===== src/uecs_pkg.sv =====
`default_nettype none
package uecs_pkg;
   // register indices; byte address is four times the index
   localparam logic [5:0] IDX_IRQ_STATUS = 6'h02;
   localparam logic [5:0] IDX_IRQ_ENABLE = 6'h07;
   localparam logic [5:0] IDX_EP_OPTIONS = 6'h08;
   localparam logic [5:0] IDX_IN_CTRL_LOW = 6'h11;
   localparam logic [5:0] IDX_IN_CTRL_HIGH = 6'h12;
   localparam logic [5:0] IDX_OUT_CTRL_LOW = 6'h14;
   localparam logic [5:0] IDX_OUT_CTRL_HIGH = 6'h15;
   localparam logic [5:0] IDX_OUT_COUNT_LOW = 6'h16;
   localparam logic [5:0] IDX_OUT_COUNT_HIGH = 6'h17;

   // in_ctrl_low fields
   localparam int IN_LOADED_BIT = 0;
   localparam int IN_HAS_PKT_BIT = 1;
   localparam int IN_CLR_TOGGLE_BIT = 6;
   // in_ctrl_high fields
   localparam int IN_DBL_BIT = 7;
   localparam int ISO_BIT = 6;
   localparam int DIR_BIT = 5;
   localparam int FORCE_TGL_BIT = 3;
   localparam int SPLIT_BIT = 2;
   // out_ctrl_low fields
   localparam int OUT_WAITING_BIT = 0;
   localparam int OUT_FULL_BIT = 1;
   localparam int OUT_NO_ROOM_BIT = 2;
   localparam int OUT_CRC_BIT = 3;
   localparam int OUT_FLUSH_BIT = 4;
   localparam int OUT_HALT_REQ_BIT = 5;
   localparam int OUT_HALT_SENT_BIT = 6;
   localparam int OUT_CLR_TOGGLE_BIT = 7;
   // out_ctrl_high fields
   localparam int OUT_DBL_BIT = 7;
   // options and interrupt fields
   localparam int SOF_WAIT_BIT = 0;
   localparam int IRQ_IN_BIT = 0;
   localparam int IRQ_OUT_BIT = 1;

   // sticky flag slots
   localparam int FLAG_HALT_SENT = 0;
   localparam int FLAG_NO_ROOM = 1;
   localparam int FLAG_IN_PEND = 2;
   localparam int FLAG_OUT_PEND = 3;
   localparam int FLAG_COUNT = 4;

   localparam int COUNT_W = 10;
   localparam logic [7:0] REG_RESET = 8'h00;
   localparam logic [1:0] SLOTS_SINGLE = 2'h1;
   localparam logic [1:0] SLOTS_DOUBLE = 2'h2;

   typedef enum logic [3:0] {
      UECS_NONE, UECS_IRQ_STATUS, UECS_IRQ_ENABLE, UECS_OPTIONS, UECS_IN_LOW,
      UECS_IN_HIGH, UECS_OUT_LOW, UECS_OUT_HIGH, UECS_CNT_LOW, UECS_CNT_HIGH
   } uecs_reg_t;
endpackage
`default_nettype wire


===== src/uecs_slot_counter.sv =====
`default_nettype none
module uecs_slot_counter
   import uecs_pkg::*;
(
   // system
   input wire logic clk,
   input wire logic rst,
   input wire logic ce,
   // control
   input wire logic dual,
   input wire logic push,
   input wire logic pop,
   // status
   output logic [1:0] count,
   output logic hasRoom,
   output logic notEmpty
);
   logic doPush;
   logic doPop;

   assign hasRoom = count < (dual ? SLOTS_DOUBLE : SLOTS_SINGLE);
   assign notEmpty = count != 2'h0;
   assign doPush = push & hasRoom;
   assign doPop = pop & notEmpty;

   always_ff @(posedge clk) begin
      if (rst) begin
         count <= 2'h0;
      end else if (ce) begin
         if (doPush && !doPop) begin
            count <= count + 2'h1;
         end else if (doPop && !doPush) begin
            count <= count - 2'h1;
         end
      end
   end
endmodule // uecs_slot_counter
`default_nettype wire


===== src/uecs_sticky_flags.sv =====
`default_nettype none
module uecs_sticky_flags
   import uecs_pkg::*;
(
   // system
   input wire logic clk,
   input wire logic rst,
   input wire logic ce,
   // events and clears
   input wire logic [FLAG_COUNT-1:0] setVec,
   input wire logic [FLAG_COUNT-1:0] clrVec,
   // flags
   output logic [FLAG_COUNT-1:0] flags
);
   genvar i;
   generate
      for (i = 0; i < FLAG_COUNT; i++) begin : g_flag
         // a set in the clearing cycle wins
         always_ff @(posedge clk) begin
            if (rst) begin
               flags[i] <= 1'b0;
            end else if (ce) begin
               if (setVec[i]) begin
                  flags[i] <= 1'b1;
               end else if (clrVec[i]) begin
                  flags[i] <= 1'b0;
               end
            end
         end
      end
   endgenerate
endmodule // uecs_sticky_flags
`default_nettype wire


===== src/uecs_top.sv =====
`default_nettype none
// Behaviour
// - loaded clears on send or open slot
// - iso sof-wait: loaded reads 0 until SOF
// - in interrupt on hardware clear after send
// - fifo-has-packet shows in fifo occupancy
// - high bit 7 enables in double buffering
// - high bit 6 selects isochronous transfers
// - bit 5 direction, only without split
// - bit 3 forces toggle flip per packet
// - bit 2 splits fifo between directions
// - bits 4, 1:0 read zero, ignore writes
// - out interrupt on waiting set or stall
// - bulk out packet sets waiting, interrupts
// - byte count of head packet readable
// - halt request stalls every out token while out direction active
// - each stall sets sticky flag and interrupts
// - second queued packet re-sets waiting flag
// - iso packet stored, waiting set, interrupt
// - iso packet without room sets overrun
// - iso crc error stored and flagged
module uecs_top
   import uecs_pkg::*;
(
   // system
   input wire logic clk,
   input wire logic rst,
   input wire logic ce,
   // apb slave
   input wire logic psel,
   input wire logic penable,
   input wire logic pwrite,
   input wire logic [7:0] paddr,
   input wire logic [31:0] pwdata,
   output logic [31:0] prdata,
   output logic pready,
   output logic pslverr,
   // in endpoint link
   input wire logic inPktSent,
   input wire logic inAckRcvd,
   input wire logic sofRcvd,
   output logic inPktReady,
   output logic inToggle,
   // out endpoint link
   input wire logic outToken,
   input wire logic outPktValid,
   input wire logic [COUNT_W-1:0] outPktLen,
   input wire logic outPktCrcErr,
   output logic outStall,
   output logic outAccept,
   output logic outToggle,
   // endpoint configuration
   output logic inDirActive,
   output logic outDirActive,
   output logic fifoSplit,
   // interrupt requests
   output logic inIrq,
   output logic outIrq
);
   function automatic uecs_reg_t uecs_decode(input logic [7:0] addr);
      uecs_reg_t sel;
      sel = UECS_NONE;
      if (addr[1:0] == 2'h0) begin
         case (addr[7:2])
            IDX_IRQ_STATUS: sel = UECS_IRQ_STATUS;
            IDX_IRQ_ENABLE: sel = UECS_IRQ_ENABLE;
            IDX_EP_OPTIONS: sel = UECS_OPTIONS;
            IDX_IN_CTRL_LOW: sel = UECS_IN_LOW;
            IDX_IN_CTRL_HIGH: sel = UECS_IN_HIGH;
            IDX_OUT_CTRL_LOW: sel = UECS_OUT_LOW;
            IDX_OUT_CTRL_HIGH: sel = UECS_OUT_HIGH;
            IDX_OUT_COUNT_LOW: sel = UECS_CNT_LOW;
            IDX_OUT_COUNT_HIGH: sel = UECS_CNT_HIGH;
            default: sel = UECS_NONE;
         endcase
      end
      return sel;
   endfunction

   // configuration
   logic inDoubleBuffer;
   logic isoMode;
   logic dirPick;
   logic forceToggleFlip;
   logic fifoSplitEn;
   logic outDoubleBuffer;
   logic sofWaitOnEmpty;
   logic [1:0] irqEnable;
   // endpoint state
   logic inLoaded;
   logic sofHold;
   logic outHaltRequest;
   logic outWaiting;
   logic next_outWaiting;
   logic [COUNT_W-1:0] lenSlot [2];
   logic errSlot [2];
   logic wrPtr;
   logic rdPtr;
   // bus decode
   uecs_reg_t regSel;
   logic writeFire;
   logic [7:0] readMux;
   // slot counters
   logic [1:0] inCount;
   logic inRoom;
   logic inHasPkt;
   logic outRoom;
   logic outNotEmpty;
   // events
   logic inLoadWrite;
   logic inPop;
   logic outPktOk;
   logic outPush;
   logic outPop;
   logic stallNow;
   logic overrunEv;
   logic outEv;
   logic [FLAG_COUNT-1:0] setVec;
   logic [FLAG_COUNT-1:0] clrVec;
   logic [FLAG_COUNT-1:0] flags;
   logic inLoadedRead;
   logic crcRead;
   logic [COUNT_W-1:0] headLen;

   // apb: zero wait states while ce is high, unmapped or misaligned answers with an error
   assign regSel = uecs_decode(paddr);
   assign pready = ce;
   assign pslverr = psel & penable & (regSel == UECS_NONE);
   assign writeFire = psel & penable & pwrite & ce & (regSel != UECS_NONE);
   // configuration registers
   always_ff @(posedge clk) begin
      if (rst) begin
         inDoubleBuffer <= REG_RESET[IN_DBL_BIT];
         isoMode <= REG_RESET[ISO_BIT];
         dirPick <= REG_RESET[DIR_BIT];
         forceToggleFlip <= REG_RESET[FORCE_TGL_BIT];
         fifoSplitEn <= REG_RESET[SPLIT_BIT];
      end else if (writeFire && regSel == UECS_IN_HIGH) begin
         inDoubleBuffer <= pwdata[IN_DBL_BIT];
         isoMode <= pwdata[ISO_BIT];
         dirPick <= pwdata[DIR_BIT];
         forceToggleFlip <= pwdata[FORCE_TGL_BIT];
         fifoSplitEn <= pwdata[SPLIT_BIT];
      end
   end

   always_ff @(posedge clk) begin
      if (rst) begin
         outDoubleBuffer <= REG_RESET[OUT_DBL_BIT];
      end else if (writeFire && regSel == UECS_OUT_HIGH) begin
         outDoubleBuffer <= pwdata[OUT_DBL_BIT];
      end
   end

   always_ff @(posedge clk) begin
      if (rst) begin
         sofWaitOnEmpty <= REG_RESET[SOF_WAIT_BIT];
         irqEnable <= REG_RESET[1:0];
      end else if (writeFire && regSel == UECS_OPTIONS) begin
         sofWaitOnEmpty <= pwdata[SOF_WAIT_BIT];
      end else if (writeFire && regSel == UECS_IRQ_ENABLE) begin
         irqEnable <= pwdata[1:0];
      end
   end
   // direction and split
   assign fifoSplit = fifoSplitEn;
   assign inDirActive = fifoSplitEn | dirPick;
   assign outDirActive = fifoSplitEn | ~dirPick;
   // in endpoint
   assign inLoadWrite = writeFire & (regSel == UECS_IN_LOW) & pwdata[IN_LOADED_BIT] & inRoom;
   assign inPop = inPktSent & inHasPkt;

   uecs_slot_counter u_in_slots (
      .clk(clk),
      .rst(rst),
      .ce(ce),
      .dual(inDoubleBuffer),
      .push(inLoadWrite),
      .pop(inPop),
      .count(inCount),
      .hasRoom(inRoom),
      .notEmpty(inHasPkt)
   );

   always_ff @(posedge clk) begin
      if (rst) begin
         inLoaded <= 1'b0;
      end else if (ce) begin
         if (inLoadWrite) begin
            // with a second slot still free the flag drops at once
            inLoaded <= ~(inDoubleBuffer & (inCount == 2'h0));
         end else if (inPop) begin
            inLoaded <= 1'b0;
         end
      end
   end

   always_ff @(posedge clk) begin
      if (rst) begin
         sofHold <= 1'b0;
      end else if (ce) begin
         if (inLoadWrite && isoMode && sofWaitOnEmpty) begin
            sofHold <= 1'b1;
         end else if (sofRcvd) begin
            sofHold <= 1'b0;
         end
      end
   end

   assign inLoadedRead = inLoaded & ~sofHold;
   assign inPktReady = inHasPkt & ~sofHold & inDirActive;

   always_ff @(posedge clk) begin
      if (rst) begin
         inToggle <= 1'b0;
      end else if (ce) begin
         if (writeFire && regSel == UECS_IN_LOW && pwdata[IN_CLR_TOGGLE_BIT]) begin
            inToggle <= 1'b0;
         end else if (forceToggleFlip ? inPop : inAckRcvd) begin
            inToggle <= ~inToggle;
         end
      end
   end
   // out endpoint
   assign stallNow = outToken & outHaltRequest & outDirActive;
   assign outStall = stallNow;
   assign outPktOk = outPktValid & ~outHaltRequest & outDirActive;
   assign outPush = outPktOk & outRoom;
   assign outAccept = outRoom & ~outHaltRequest;
   assign overrunEv = outPktOk & ~outRoom & isoMode;
   assign outPop = writeFire & (regSel == UECS_OUT_LOW) & outNotEmpty
      & ((outWaiting & ~pwdata[OUT_WAITING_BIT]) | pwdata[OUT_FLUSH_BIT]);

   uecs_slot_counter u_out_slots (
      .clk(clk),
      .rst(rst),
      .ce(ce),
      .dual(outDoubleBuffer),
      .push(outPush),
      .pop(outPop),
      .count(),
      .hasRoom(outRoom),
      .notEmpty(outNotEmpty)
   );

   // a release followed by a queued packet re-raises the flag a cycle later
   always_comb begin
      next_outWaiting = outWaiting;
      if (outPop) begin
         next_outWaiting = 1'b0;
      end else if (outNotEmpty) begin
         next_outWaiting = 1'b1;
      end
   end

   always_ff @(posedge clk) begin
      if (rst) begin
         outWaiting <= 1'b0;
      end else if (ce) begin
         outWaiting <= next_outWaiting;
      end
   end

   always_ff @(posedge clk) begin
      if (rst) begin
         wrPtr <= 1'b0;
         lenSlot[0] <= '0;
         lenSlot[1] <= '0;
         errSlot[0] <= 1'b0;
         errSlot[1] <= 1'b0;
      end else if (ce && outPush) begin
         lenSlot[wrPtr] <= outPktLen;
         errSlot[wrPtr] <= outPktCrcErr & isoMode;
         wrPtr <= ~wrPtr;
      end
   end

   always_ff @(posedge clk) begin
      if (rst) begin
         rdPtr <= 1'b0;
      end else if (ce && outPop) begin
         rdPtr <= ~rdPtr;
      end
   end

   assign headLen = outNotEmpty ? lenSlot[rdPtr] : '0;
   assign crcRead = outWaiting & errSlot[rdPtr];

   always_ff @(posedge clk) begin
      if (rst) begin
         outHaltRequest <= 1'b0;
      end else if (writeFire && regSel == UECS_OUT_LOW) begin
         outHaltRequest <= pwdata[OUT_HALT_REQ_BIT];
      end
   end

   always_ff @(posedge clk) begin
      if (rst) begin
         outToggle <= 1'b0;
      end else if (ce) begin
         if (writeFire && regSel == UECS_OUT_LOW && pwdata[OUT_CLR_TOGGLE_BIT]) begin
            outToggle <= 1'b0;
         end else if (outPush) begin
            outToggle <= ~outToggle;
         end
      end
   end
   // sticky flags and pending interrupts
   assign outEv = (next_outWaiting & ~outWaiting) | stallNow | overrunEv;

   always_comb begin
      setVec = '0;
      clrVec = '0;
      setVec[FLAG_HALT_SENT] = stallNow;
      setVec[FLAG_NO_ROOM] = overrunEv;
      setVec[FLAG_IN_PEND] = inPop;
      setVec[FLAG_OUT_PEND] = outEv;
      if (writeFire && regSel == UECS_OUT_LOW) begin
         clrVec[FLAG_HALT_SENT] = ~pwdata[OUT_HALT_SENT_BIT];
         clrVec[FLAG_NO_ROOM] = ~pwdata[OUT_NO_ROOM_BIT];
      end
      if (writeFire && regSel == UECS_IRQ_STATUS) begin
         clrVec[FLAG_IN_PEND] = pwdata[IRQ_IN_BIT];
         clrVec[FLAG_OUT_PEND] = pwdata[IRQ_OUT_BIT];
      end
   end

   uecs_sticky_flags u_flags (
      .clk(clk),
      .rst(rst),
      .ce(ce),
      .setVec(setVec),
      .clrVec(clrVec),
      .flags(flags)
   );
   assign inIrq = flags[FLAG_IN_PEND] & irqEnable[IRQ_IN_BIT];
   assign outIrq = flags[FLAG_OUT_PEND] & irqEnable[IRQ_OUT_BIT];
   // read path, sampled in the setup cycle
   always_comb begin
      readMux = 8'h00;
      case (regSel)
         UECS_IRQ_STATUS: readMux = {6'h00, flags[FLAG_OUT_PEND], flags[FLAG_IN_PEND]};
         UECS_IRQ_ENABLE: readMux = {6'h00, irqEnable};
         UECS_OPTIONS: readMux = {7'h00, sofWaitOnEmpty};
         UECS_IN_LOW: readMux = {6'h00, inHasPkt, inLoadedRead};
         UECS_IN_HIGH: readMux = {inDoubleBuffer, isoMode, dirPick, 1'b0,
            forceToggleFlip, fifoSplitEn, 2'h0};
         UECS_OUT_LOW: readMux = {1'b0, flags[FLAG_HALT_SENT], outHaltRequest, 1'b0,
            crcRead, flags[FLAG_NO_ROOM], ~outRoom, outWaiting};
         UECS_OUT_HIGH: readMux = {outDoubleBuffer, isoMode, 6'h00};
         UECS_CNT_LOW: readMux = headLen[7:0];
         UECS_CNT_HIGH: readMux = {6'h00, headLen[COUNT_W-1:8]};
         default: readMux = 8'h00;
      endcase
   end

   always_ff @(posedge clk) begin
      if (rst) begin
         prdata <= 32'h00000000;
      end else if (ce && psel && !penable && !pwrite) begin
         prdata <= {24'h000000, readMux};
      end
   end
endmodule // uecs_top
`default_nettype wire


===== config.mk =====
export PLATFORM = sky130hd
export DESIGN_NAME = uecs_top
export DESIGN_NICKNAME = d
export VERILOG_FILES = /design/src/uecs_pkg.sv /design/src/uecs_slot_counter.sv /design/src/uecs_sticky_flags.sv /design/src/uecs_top.sv
export SDC_FILE = /design/constraint.sdc
export NUM_CORES = 1
export LEC_CHECK = 0
export BUFFER_PORTS_ARGS = -buffer_cell sky130_fd_sc_hd__buf_4
export CORE_ASPECT_RATIO = 1.4
export CORE_UTILIZATION = 51
export CTS_BUF_LIST = sky130_fd_sc_hd__clkbuf_4 sky130_fd_sc_hd__clkbuf_8 sky130_fd_sc_hd__clkbuf_16
export DETAILED_ROUTE_END_ITERATION = 10
export PLACE_DENSITY = 0.8
export SLEW_MARGIN = 30
export SYNTH_ARGS = -nofsm -noshare
export SYNTH_HDL_FRONTEND = slang
export SYNTH_SLANG_ARGS = --single-unit

===== constraint.sdc =====
create_clock -name clk -period 3.1 [get_ports clk]
set_input_delay 0.31 -clock clk [delete_from_list [all_inputs] [get_ports clk]]
set_output_delay 0.31 -clock clk [all_outputs]
set_load 0.02 [all_outputs]

* Word-level counts from Yosys, hierarchy flattened
Memories as Yosys holds them, arrays and structs flattened. A register that Yosys moved wholly into a read port is not among the register bits.
Index checks and enable logic that the tools add are counted.
** Word-level totals
- Register bits :: 33
- Bits in writable memories :: 22
- Memory bits (read-only) :: 128
- Word-level logic and storage cells :: 195
- Memories kept :: 3
** Memory list
- (no name shown) :: words 32, bits a word 4, rd ports 1, clocked after memory_dff 0, wr ports 0, line uecs_top.sv:64 : case (addr[7:2])
- lenSlot :: words 2, bits a word 10, rd ports 1, clocked after memory_dff 1, wr ports 2, line uecs_top.sv:95 : logic [COUNT_W-1:0] lenSlot [2];
- errSlot :: words 2, bits a word 1, rd ports 1, clocked after memory_dff 1, wr ports 2, line uecs_top.sv:96 : logic errSlot [2];
** Cells by class
- $add $sub $neg :: 4
- $lt $le $gt $ge :: 2
- Equal/unequal tests :: 9
- Muxes and demuxes :: 46
- Bitwise operators :: 53
- Reduce and logical (&&, ||, !) cells :: 55
** Operators by type and width (number)
- 8-bit case mux with 9 select lines :: 1
- 1-bit bitwise AND :: 34
- 1-bit two-way mux :: 33
- 2-bit nonzero test :: 12
- 2-bit AND reduction :: 11
- 1-bit logical AND :: 20
- 10-bit two-way mux :: 2
- 4-bit by 3-bit equality test with 1-bit output (second input constant) :: 4
- 2-bit two-way mux :: 8
- 1-bit NOT :: 14
- 10-bit OR reduction :: 1
- 4-bit by 2-bit equality test with 1-bit output (second input constant) :: 2
- 4-bit equality test (second input constant) :: 2
- 4-bit two-way mux :: 2
- 1-bit logical NOT :: 6
- 1-bit bitwise OR :: 5
- 2-bit by 1-bit adder with 2-bit output (second input constant) :: 2
- 4-bit by 1-bit equality test with 1-bit output (second input constant) :: 1
- 2-bit logical NOT :: 2
- 4-bit logical NOT :: 1
- 2-bit < comparator :: 2
- 4-bit nonzero test :: 1
- 2-bit by 1-bit subtractor with 2-bit output (second input constant) :: 2
- 1-bit OR reduction :: 1

* Depth between registers and ports, before layout
Gate-level depths: netlist of run 1.
An unclocked memory read counts as a cell.
- Depth in word-level cells :: 14
- Depth in mapped cells :: 13
- Gate-level depth less buffers :: 12

* Cells and area by module
Synthesis of run 1 repeated with hierarchy kept, for this count alone.
** Second synthesis, totals
- Cell total of the unflattened synthesis :: 340
- Area, all modules :: 3300.7 um2
** By module, submodules not included
- uecs_top :: times used 1, cells an instance 287, area each 2839.0 um2, seq. area each 1181.1 um2
- uecs_slot_counter :: times used 2, cells an instance 18, area each 147.6 um2, seq. area each 40.0 um2
- uecs_sticky_flags :: times used 1, cells an instance 17, area each 166.4 um2, seq. area each 80.1 um2

* Worst setup path after synthesis of run 1
OpenSTA, ideal clock, no wires.
- Path kind :: flip-flop to flip-flop
- From :: register fifoSplitEn, in the netlist fifoSplit
- To :: memory errSlot[0] (enable)
- Library setup time :: 0.394 ns
- Arrival time :: 2.020 ns
- Path slack :: 0.686 ns
- Stages on the path, launching flop included :: 5
- Path buffers :: 0
- Cells stage by stage :: dfxtp_1 -> nand2b_1 -> and2_1 -> nand3_1 -> o21ai_0
** RTL lines
- start: declaration :: line uecs_top.sv:85 : logic fifoSplitEn;
- start signal: assignment :: line uecs_top.sv:137 : fifoSplitEn <= REG_RESET[SPLIT_BIT];
- start signal: assignment :: line uecs_top.sv:143 : fifoSplitEn <= pwdata[SPLIT_BIT];
- end: declaration :: line uecs_top.sv:96

==> results.txt, run 1 <==
* Die extent in y: 97.7 um
- The smallest clock period supported by the final layout is computed as 2.39 ns.
- Buffers inserted during clock tree synthesis total 5.
* Ys async rst share: 0%
* YS warnings: 0
* Growth of design area from synthesis to finish: 14.1%
- Top-level port count: 106
- Detailed-route via count: 2733
* Setup Crit Path Kind: flip-flop to flip-flop
- At the pin with the least slew margin, the transition time is 0.767 ns.
- Initial antenna violation count: 0
- Final setup viols: 0
* Clock net sink count: 56
- Share of final-layout standard cells stronger than drive strength 1: 24.1%
- Sequential cells were found to cover 40.2% of the synthesized design area.
- Clk buf depth: 2
- For the final routed database, the setup TNS stands at 0 ns.
- In this run the register-to-register setup slack is 0.71 ns.
* Later-pin clock latency in the skew report: 0.32 ns
- After detailed routing, the total wire length is 7910 um.
- The die covers 0.00688 mm2.
- The H-tree was split into 2 levels.
* HPWL after DPL: 6000 um
- Cell area after placement: 0.00371 mm2
- The netlist uses 63 different library cells.
- The count of buffers added on input and output ports is 57.
* Number of global-route vias before repair: 2693
* Overflow left after global routing: 0
* Cell depth of the worst min-delay path: 2
- Setup repair after global routing missed its margin: false
- R2R Path End: lenSlot[1][9]$_SDFFCE_PN0P_
* Slew Limit Fails: 0
* First-pass GRT wire length: 12900 um
- Clock tree from TritonCTS: built
- The number of antenna diodes in the final layout is 0.
* Number of synthesized flops with an enable pin: 22
* Average footprint of a synthesized cell: 9.54 um2
- For this block, the initial DRC count from the detailed router was 179.
- Hold Vio Cnt, Final: 0
* Outcome: completed
- In this run the power density over the cells is 389 mW/mm2.
- For this run, the top clock speed supported by timing is 0.419 GHz.
- Number of nets with antenna violations after detailed routing: 0
* Hold_buf cts: 0
* Post-Synthesis Cell Area: 0.00334 mm2
- IR analysis of the VDD net gives a maximum drop of 402 uV.
- Core area: 0.00625 mm2
- Main area contributors after synthesis: dfxtp_1 20%, edfxtp_1 20%, buf_4 6.1%, and2_1 4.3%, ha_1 3.0%
- Crit path arrival time: 2.39 ns
- In this run the critical register-to-register path is launched from outDoubleBuffer$_SDFFE_PP0P_.
- Post-CTS repair changed the size of 0 cells.
- In the routed layout, each cell is associated on average with a via count of 5.77.
* Worst Clk Skew: 0.0148 ns
- Along the worst path, the maximum fanout reaches 12.
- The synthesized design devotes to its leading area cell type 20.4% of total area.
- After technology mapping, the gate count stands at 350.
- Effective utilization at floorplan: 53.4%
* Final net count: 471
- Dominant synthesized flop cell: dfxtp_1
- First-pass iteration count of the detailed router: 4
- Row generation in the floorplan step produced 34 rows.
- In the final routed layout, each cell accounts on average for 16.7 um.
* Static leakage: 1.53 nW
- Synth Register Bits: 56
- STA classifies the critical path startpoint as a flip-flop.
- The congestion estimate from routability-driven global placement came to 0.902.
* Root buf cell: clkbuf_8
* Final standard cell utilization of the core: 60.9%
- From left edge to right edge, the die measures 70.4 um.
- Entering global routing, the biggest net connects 39 pins.
- With fillers left out, the area of the finished cells amounts to 0.00381 mm2.
- In this run the worst hold path is classified as primary input to flip-flop.
- Hold_sp: pwdata[6]
* Top cell type by total area after synthesis: dfxtp_1
- Count of unresolved DRC violations after routing: 0
- Most numerous cell in the Yosys netlist: dfxtp_1
* R2r worst-path depth: 8
- Of the available clock period, the critical path in the final layout requires 77.1%.
* Crit path required time: 3.10 ns
- Max-cap violations in this run came to 0.
- Endpoint of the worst hold-timing path: inToggle$_SDFFE_PP0P_
* Global-route total usage across every layer: 23.6%
- The worst setup path is captured at a flip-flop.
* Relative max-transition margin: 48.5%
- CTS clk-pin slew, worst paths: 0.11 ns
* Postcts setup bufs: 0
- Top cell types by occurrence after synthesis: 34 x dfxtp_1, 27 x buf_4, 23 x and2_1, 23 x nor2_1, 22 x edfxtp_1
## sequential cells by signal, summed over array words and instances, names as in the netlist, 2 cells and up, named ones only
signal / flops
u_in_slots.count: 2
errSlot: 2
u_flags.flags: 4
lenSlot: 20
u_out_slots.count: 2
irqEnable: 2
prdata: 8
## power by group
part,switching [mW],internal [mW]
Combinational,0.149,0.0971
Sequential,0.0157,0.797
Clock,0.257,0.165
Total,0.422,1.06
## critical path, stage by stage (launching register included)
cell and delay (ns):
dfxtp_1 0.35, inv_1 0.06, ha_1 0.28, o21ai_0 0.09, nor2b_1 0.27, nand3_1 0.26
nor3b_1 0.26, buf_4 0.20, or2_2 0.29
## placed cells by master, fill, tap and decap left out, types with 9 or more instances in the layout
cell      netlist  layout
nand2_1        17      17
nand3_1        12      12
conb_1          1      24
mux2i_1         9       9
nor3_1         10      10
nor2_1         23      23
dfxtp_1        34      34
inv_1          11      11
o21ai_0        15      15
and2_1         23      23
buf_4          27      62
a21oi_1        19      19
edfxtp_1       22      22
## kinds of logic after synthesis
family / synth area share, %
flops: 40.2
simple gates: 24.4
buf+inv: 9.22
xor+xnor: 2.62
mux: 5.40
compound gates: 15.1
fa+ha+maj: 3.00
other cells: 0.112
## cell type report
| cell class | count | area (um2) |
|---|---|---|
| clock buffers | 5 | 68.8 |
| inverters | 11 | 41.3 |
| repair buffers | 62 | 465 |
| well taps | 72 | 90.1 |
| fillers | 531 | 2440 |
| multi-input cells | 265 | 1780 |
| flip-flops and latches | 56 | 1340 |
| clock inverters | 3 | 26.3 |
## metrics by stage
stage / std cells / worst slack (ns) / hold WS (ns) / power (mW)
floorplan: 373 / 0.686 / 0.421 / 1.00
global placement: 466 / 0.472 / 0.464 / 1.07
detailed placement: 466 / 0.406 / 0.475 / 1.07
CTS: 474 / 0.703 / 0.193 / 1.49
global route: 474 / 0.468 / 0.190 / 1.54
finish: 474 / 0.711 / 0.197 / 1.48
## per-layer routing
layer | vias to the layer above | part of all wire (%) | track usage [%]
met4 | 0 | 4.4 | 12.0
met3 | 28 | 4.4 | 3.41
met1 | 1282 | 39 | 28.0
li1 | 1320 | - | -
met2 | 103 | 52 | 40.9
met5 | - | 0 | 0
## worst max path at each step
| stage | start | to | depth (start not counted) | slack [ns] |
|---|---|---|---|---|
| 6_report | outDoubleBuffer$_SDFFE_PP0P_ | lenSlot[1][9]$_SDFFCE_PN0P_ | 8 | 0.71 |
| 5_1_grt | outDoubleBuffer$_SDFFE_PP0P_ | lenSlot[1][9]$_SDFFCE_PN0P_ | 8 | 0.47 |
| 4_1_cts | outDoubleBuffer$_SDFFE_PP0P_ | lenSlot[1][9]$_SDFFCE_PN0P_ | 8 | 0.70 |
| 3_5_place_dp | paddr[2] | u_in_slots.count[1]$_SDFFE_PP0P_ | 13 | 0.41 |
| 3_3_place_gp | paddr[2] | u_in_slots.count[1]$_SDFFE_PP0P_ | 13 | 0.47 |
| 2_1_floorplan | fifoSplit$_SDFFE_PP0P_ | errSlot[0]$_SDFFCE_PN0P_ | 4 | 0.69 |
(Power assumes the default switching activity.)
==> run 2, diff against run 1 <==
==> constraint.sdc (replaced) <==
create_clock -name clk -period 2.4 [get_ports clk]
set_input_delay 0.24 -clock clk [delete_from_list [all_inputs] [get_ports clk]]
set_output_delay 0.24 -clock clk [all_outputs]
set_load 0.02 [all_outputs]
==> run 2 against run 1 <==
Effect of this change: global-route usage is 0.24 points higher; setup slack worse by 0.47 ns; critical path depth grew 2; critical endpoint is now pslverr.
==> results.txt, run 2 (synthesis results as in run 1) <==
- Summed over all layers, the global routing overflow is 0.
- Average vias per placed instance: 5.72
- Final Cycle Share: 89.9%
- For this configuration, the core starts out at a cell density of 53.4%.
- Most frequent cells in the layout: 78 x buf_4, 34 x dfxtp_1, 24 x conb_1, 23 x and2_1, 23 x nor2_1
- The analysis attributes to cell leakage a power of 1.61 nW.
- Total Power: 1.95 mW
* Flip-flop and latch area: 0.00134 mm2
- Clock net sink count: 56
- Clock tree from TritonCTS: built
- Outcome: completed
* Max reg flops: 20
* CTS clk-pin slew, worst paths: 0.10 ns
- Post-route cell area: 0.00393 mm2
- After detailed placement, the total cell area comes to 0.00383 mm2.
- Worst Clk Skew: 0.00621 ns
* Routed WL per cell: 16.5 um
- Setup repair after global routing left no endpoint under its margin.
- Hold_buf cts: 0
* Crit path required time: 2.16 ns
- Count of instances resized after the clock tree is built: 0
- Global routing consumed, over all layers together, 23.8% of the routing resources.
- Setup slack on the critical path of the routed design comes to 0.244 ns.
* Clk buf depth: 2
- The most critical setup path has its endpoint at pslverr.
* FF-to-FF Start: outDoubleBuffer$_SDFFE_PP0P_
- Total routed wirelength: 8100 um
- Number of global-route vias before repair: 2673
- The first global-routing pass estimated 12900 um of wire.
- Detailed-route via count: 2803
- The H-tree was split into 2 levels.
* Setup Crit Path Kind: primary input to output port
* RePlAce Congestion: 0.916
- N_diodes: 0
* Initial antenna violation count: 0
* Leading cell type in the layout, fill and taps excluded: buf_4
- Final setup viols: 0
- Iter 0 DRT Violations: 115
- The net count of the finished layout is 487.
- Port Buf Inserts: 57
- HPWL after DPL: 6160 um
- Post-CTS timing repair inserted 0 buffers for setup.
- Worst setup path start: paddr[2]
- In this run the worst path has a maximum fanout of 4.
- The die covers 0.00688 mm2.
- Crit path arrival time: 1.92 ns
- The later pin in the worst-skew pair is clocked with a latency of 0.32 ns.
- Worst hold-check path type: primary input to flip-flop
* Hold Vio Cnt, Final: 0
- The count of final max-slew check failures is 0.
* R2r worst-path depth: 7
* Pwr dens: 496 mW/mm2
* Fmax: 0.464 GHz
- VDD sags by at most 410 uV.
* Core area: 0.00625 mm2
* Placement Rows: 34
* Count of unresolved DRC violations after routing: 0
* Largest Register: lenSlot
- Width of the die: 70.4 um
- Hold_sp: pwdata[6]
* Setup slack on the worst flop-to-flop path: 0.29 ns
* Setup TNS after final layout: 0 ns
* Worst-case setup slack after placement: 0.0254 ns
- Die extent in y: 97.7 um
* Growth of design area from synthesis to finish: 17.8%
* Clock buffer count from CTS: 5
* Area taken by multi-input logic gates: 0.00178 mm2
- The smallest clock period supported by the final layout is computed as 2.16 ns.
- The tool flagged a number of max-cap violations equal to 0.
* Endpoint kind of the worst setup timing path: output port
- First-pass iteration count of the detailed router: 4
* Fill count: 554
- Largest net degree at the start of global routing: 39
- Largest regs: lenSlot x20, prdata x8, u_flags.flags x4
* R2R Path End: errSlot[1]$_SDFFCE_PN0P_
* Number of nets with antenna violations after detailed routing: 0
- The worst setup path is launched from a primary input.
- Share of final-layout standard cells stronger than drive strength 1: 27.0%
- Top-level port count: 106
- Across all hold checks on the routed design, the worst slack comes to 0.146 ns.
- The cell sitting at the root of the clock tree is a clkbuf_8.
[run 2: cell types whose count changed in the layout (fill, tap and decap cells not counted), sizes merged]
cell and delta:
clkinv -2, inv +2, buf +16
[run 2: cell type report]
cell class,instances,share of cell area (%)
clock buffers,5,1.75
well taps,72,2.29
inverters,11,1.05
repair buffers,78,14.9
clock inverters,3,0.732
multi-input cells,265,45.2
flip-flops and latches,56,34.1
[run 2: how the worst min path moves through the flow]
stage,to,slack (ns),cells after the start
floorplan,inToggle$_SDFFE_PP0P_,0.35,1
global route,inToggle$_SDFFE_PP0P_,0.15,2
detailed placement,sofHold$_SDFFE_PP0P_,0.47,2
finish,inToggle$_SDFFE_PP0P_,0.15,2
global placement,sofHold$_SDFFE_PP0P_,0.46,2
CTS,inToggle$_SDFFE_PP0P_,0.14,2
[run 2: report_power, final]
part           switching (mW)  internal, mW
registers              0.0196          1.03
logic                   0.196         0.139
clock network           0.345         0.221
[run 2: worst max-delay path: stages]
cell	delay [ns]
buf_4	0.10
inv_1	0.06
ha_1	0.21
nor4bb_2	0.18
or3_1	0.43
nor3_4	0.17
buf_4	0.16
nand2_1	0.05
a21oi_1	0.16
buf_4	0.16
[run 2: metal layers]
layer | part of all wire, % | wire [um] | global-route usage (%) | up-vias
li1 | - | - | - | 1346
met1 | 39 | 3170 | 27.7 | 1323
met2 | 52 | 4240 | 42.9 | 109
met3 | 4.8 | 385 | 2.89 | 25
met4 | 3.7 | 301 | 10.9 | 0
met5 | 0 | 0 | 0 | -
[run 2: stage by stage]
step	util, %	std cells
final	62.9	490
after global routing	62.9	490
after CTS	62.9	490
after detailed placement	61.3	482
after global placement	61.3	482
after floorplan	-	373
==> run 3, diff against run 2 <==
--- a/config.mk
+++ b/config.mk
@@ -6,7 +6,6 @@
 export NUM_CORES = 1
 export LEC_CHECK = 0
 export BUFFER_PORTS_ARGS = -buffer_cell sky130_fd_sc_hd__buf_4
-export CORE_ASPECT_RATIO = 1.4
 export CORE_UTILIZATION = 51
 export CTS_BUF_LIST = sky130_fd_sc_hd__clkbuf_4 sky130_fd_sc_hd__clkbuf_8 sky130_fd_sc_hd__clkbuf_16
 export DETAILED_ROUTE_END_ITERATION = 10
==> run 3 against run 2 <==
Effect of this change: final area up 0.67%; power up 4.5%; worst hold slack worse by 0.0071 ns; register-to-register slack worse by 0.16 ns; sequential share of layout area down 0.23 points; maximum frequency down 5.2%; critical endpoint is now lenSlot[1][2]$_SDFFCE_PN0P_; largest cell class unchanged.
==> results.txt, run 3 (synthesis results as in run 1) <==
- Die extent in y: 82.9 um
- The clock drives 56 sinks.
- The initialized floorplan defines 29 standard-cell rows.
- The number of antenna violations at the first check in global routing is 0.
- For this design the static power due to leakage is 1.61 nW.
* Master of the slowest instance on the critical path: dfxtp_1
- The via count of the first global-routing pass was 2639.
- In this run the worst hold path is classified as primary input to flip-flop.
* Crit path cell chain: inv_1 > ha_1 > o21ai_0 > nor2b_1 > nand3_1 > nor3b_1 > or2_4
- The worst hold path begins at pwdata[6].
* Crit path arrival time: 2.30 ns
* R2r worst-path depth: 7
- Root buf cell: clkbuf_8
- In this run, the number of DRC markers left after iteration 0 of detailed routing was 228.
- The area growth from synthesis to layout is 18.5%.
* Setup Crit Path Kind: flip-flop to flip-flop
- The flow ran to the end, and the final reports show no timing, DRC or antenna violations.
- Total routed wirelength: 8070 um
* Slew Limit Fails: 0
- Biggest fanout along the worst timing path: 11
- Of the cells placed in the final design, the portion with a size suffix greater than 1 is 27.0%.
* Number of maximum-capacitance violations: 0
- After global routing the overflow that remains totals 0.
* Max reg flops: 20
* RePlAce Congestion: 0.978
- Entering global routing, the biggest net connects 39 pins.
* Clock tree from TritonCTS: built
- Most frequent cells in the layout: 78 x buf_4, 34 x dfxtp_1, 24 x conb_1, 23 x and2_1, 23 x nor2_1
- Part of the power in registers: 51.5%
- Cell depth of the worst min-delay path: 2
- Endpoint kind of the worst setup timing path: flip-flop
- Effective utilization at floorplan: 52.6%
* N_diodes: 0
- Setup violations remaining at the end of the flow were counted as 0.
- First-pass iteration count of the detailed router: 6
- Worst Clk Skew: 0.00896 ns
* Count of unresolved DRC violations after routing: 0
* Grt met2 use: 38.2%
- Worst path max stage delay: 0.38 ns
* Overall die area: 0.00688 mm2
- In this run the post-CTS setup repair buffer count came out at 0.
* Flip-flop and latch area: 0.00134 mm2
* Fill count: 512
- Average vias per placed instance: 5.74
- Routed WL per cell: 16.3 um
* Slew of the pin with the lowest slew margin: 0.528 ns
- Largest regs: lenSlot x20, prdata x8, u_flags.flags x4
* Worst hold slack after final layout: 0.139 ns
- Clock H-tree levels: 2
- Switching Share: 26.5%
* Type of element launching the critical path: flip-flop
- Maximum ir drop on the vdd rail: 389 uV
* Width of the die: 82.9 um
- Power spread over the standard cell area amounts to 515 mW/mm2.
- Number of nets with antenna violations after detailed routing: 0
* Met3 usage: 4.37%
- In the global route stage, met1 resource usage came out at 31.7%.
- Port buffering added 57 buffers.
- Summing over every cut layer, the via total after detailed routing is 2840.
- R2R Path End: lenSlot[1][2]$_SDFFCE_PN0P_
- At the end of the flow the core is filled with cells to 62.3%.
- Crit path time final: 2.27 ns
- Crit path required time: 2.42 ns
- Switching power: 0.540 mW
- Final net count: 487
- Relative contribution of the clock network to total power: 31.8%
- For this run, the top clock speed supported by timing is 0.440 GHz.
- The first global-routing pass estimated 13100 um of wire.
* Global-route total usage across every layer: 24.0%
- Hold Vio Cnt, Final: 0
- Power comes to 2.04 mW.
* Most Used Layer, Global Route: met2
* Later-pin clock latency in the skew report: 0.32 ns
- 106 I/O pins were placed.
* Leading cell type in the layout, fill and taps excluded: buf_4
* HPWL after DPL: 6070 um
- Area taken by multi-input logic gates: 0.00178 mm2
- For flop-to-flop paths, the worst setup slack is 0.13 ns.
- Clock buffer count from CTS: 5
* Clk buf depth: 2
- CTS clk-pin slew, worst paths: 0.10 ns
- After floorplanning, the core was sized to cover 0.00635 mm2.
- Relative max-transition margin: 64.4%
- For hold timing, the worst endpoint is inToggle$_SDFFE_PP0P_.
- Setup repair after global routing left no endpoint under its margin.
- The worst path uses 94.7% of the clock period.
- FF-to-FF Start: outDoubleBuffer$_SDFFE_PP0P_
- Cell internal power was estimated by the tool at 1.50 mW.
- Combinational logic burns 16.7% of the power.
* Largest Register: lenSlot
- Setup TNS after final layout: 0 ns
==> run 3: changes by cell type in the layout (fill, tap and decap cells not counted) <==
cell | previous run | this run
bufinv_16 | 0 | 1
clkbuf_4 | 0 | 1
inv_6 | 2 | 1
inv_8 | 1 | 0
or2_2 | 5 | 4
or2_4 | 1 | 2
==> run 3: timing repair <==
item                                    CTS  global route
hold endpoints to repair                  0             0
hold buffers                              0             0
gates resized for setup                   0             1
endpoints found under the setup margin    0            11
==> run 3: worst max-delay path: cells and delay by family (launching register included) <==
kind | cells | cell delay [ns]
AOI/OAI and AO/OA | 1 | 0.11
buffers and inverters | 1 | 0.10
and+or+nand+nor | 4 | 1.09
DFF | 1 | 0.38
adders and majority gates | 1 | 0.31
==> run 3: routing by layer <==
layer / up-vias / part of all wire, %
li1: 1348 / -
met1: 1324 / 42
met2: 143 / 47
met3: 25 / 8.2
met4: 0 / 2.9
met5: - / 0
==> run 3: final cells by class <==
cell class | count | area share [%]
repair buffers | 78 | 14.8
clock buffers | 6 | 1.93
inverters | 11 | 1.04
multi-input cells | 265 | 44.9
clock inverters | 2 | 0.980
well taps | 77 | 2.43
flip-flops and latches | 56 | 33.9
==> run 3: power groups by stage <==
| stage | clock network [mW] | registers, mW | logic (mW) |
|---|---|---|---|
| after floorplan | 0 | 1.07 | 0.225 |
| after global placement | 0 | 1.07 | 0.328 |
| after detailed placement | 0 | 1.07 | 0.335 |
| after CTS | 0.649 | 1.05 | 0.338 |
| after global routing | 0.691 | 1.05 | 0.369 |
| final | 0.648 | 1.05 | 0.340 |
==> run 3: worst max path at each step <==
stage                                       startpoint  slack, ns  depth (start not counted)                                to
after global routing      outDoubleBuffer$_SDFFE_PP0P_       0.02                          7       lenSlot[1][2]$_SDFFCE_PN0P_
final                     outDoubleBuffer$_SDFFE_PP0P_       0.13                          7       lenSlot[1][2]$_SDFFCE_PN0P_
after CTS                 outDoubleBuffer$_SDFFE_PP0P_       0.13                          7       lenSlot[1][2]$_SDFFCE_PN0P_
after detailed placement                      paddr[2]       0.02                         13  u_in_slots.count[1]$_SDFFE_PP0P_
after global placement                        paddr[2]       0.08                         13  u_in_slots.count[1]$_SDFFE_PP0P_
after floorplan                               paddr[2]       0.17                         13  u_in_slots.count[1]$_SDFFE_PP0P_
==> run 3: metrics by stage <==
step | instance area (um2) | std cells | worst slack [ns]
final | 3960 | 495 | 0.126
after global routing | 3960 | 495 | 0.0187
after CTS | 3960 | 495 | 0.133
after detailed placement | 3840 | 487 | 0.0209
after global placement | 3840 | 487 | 0.0750
after floorplan | 3430 | 373 | 0.169
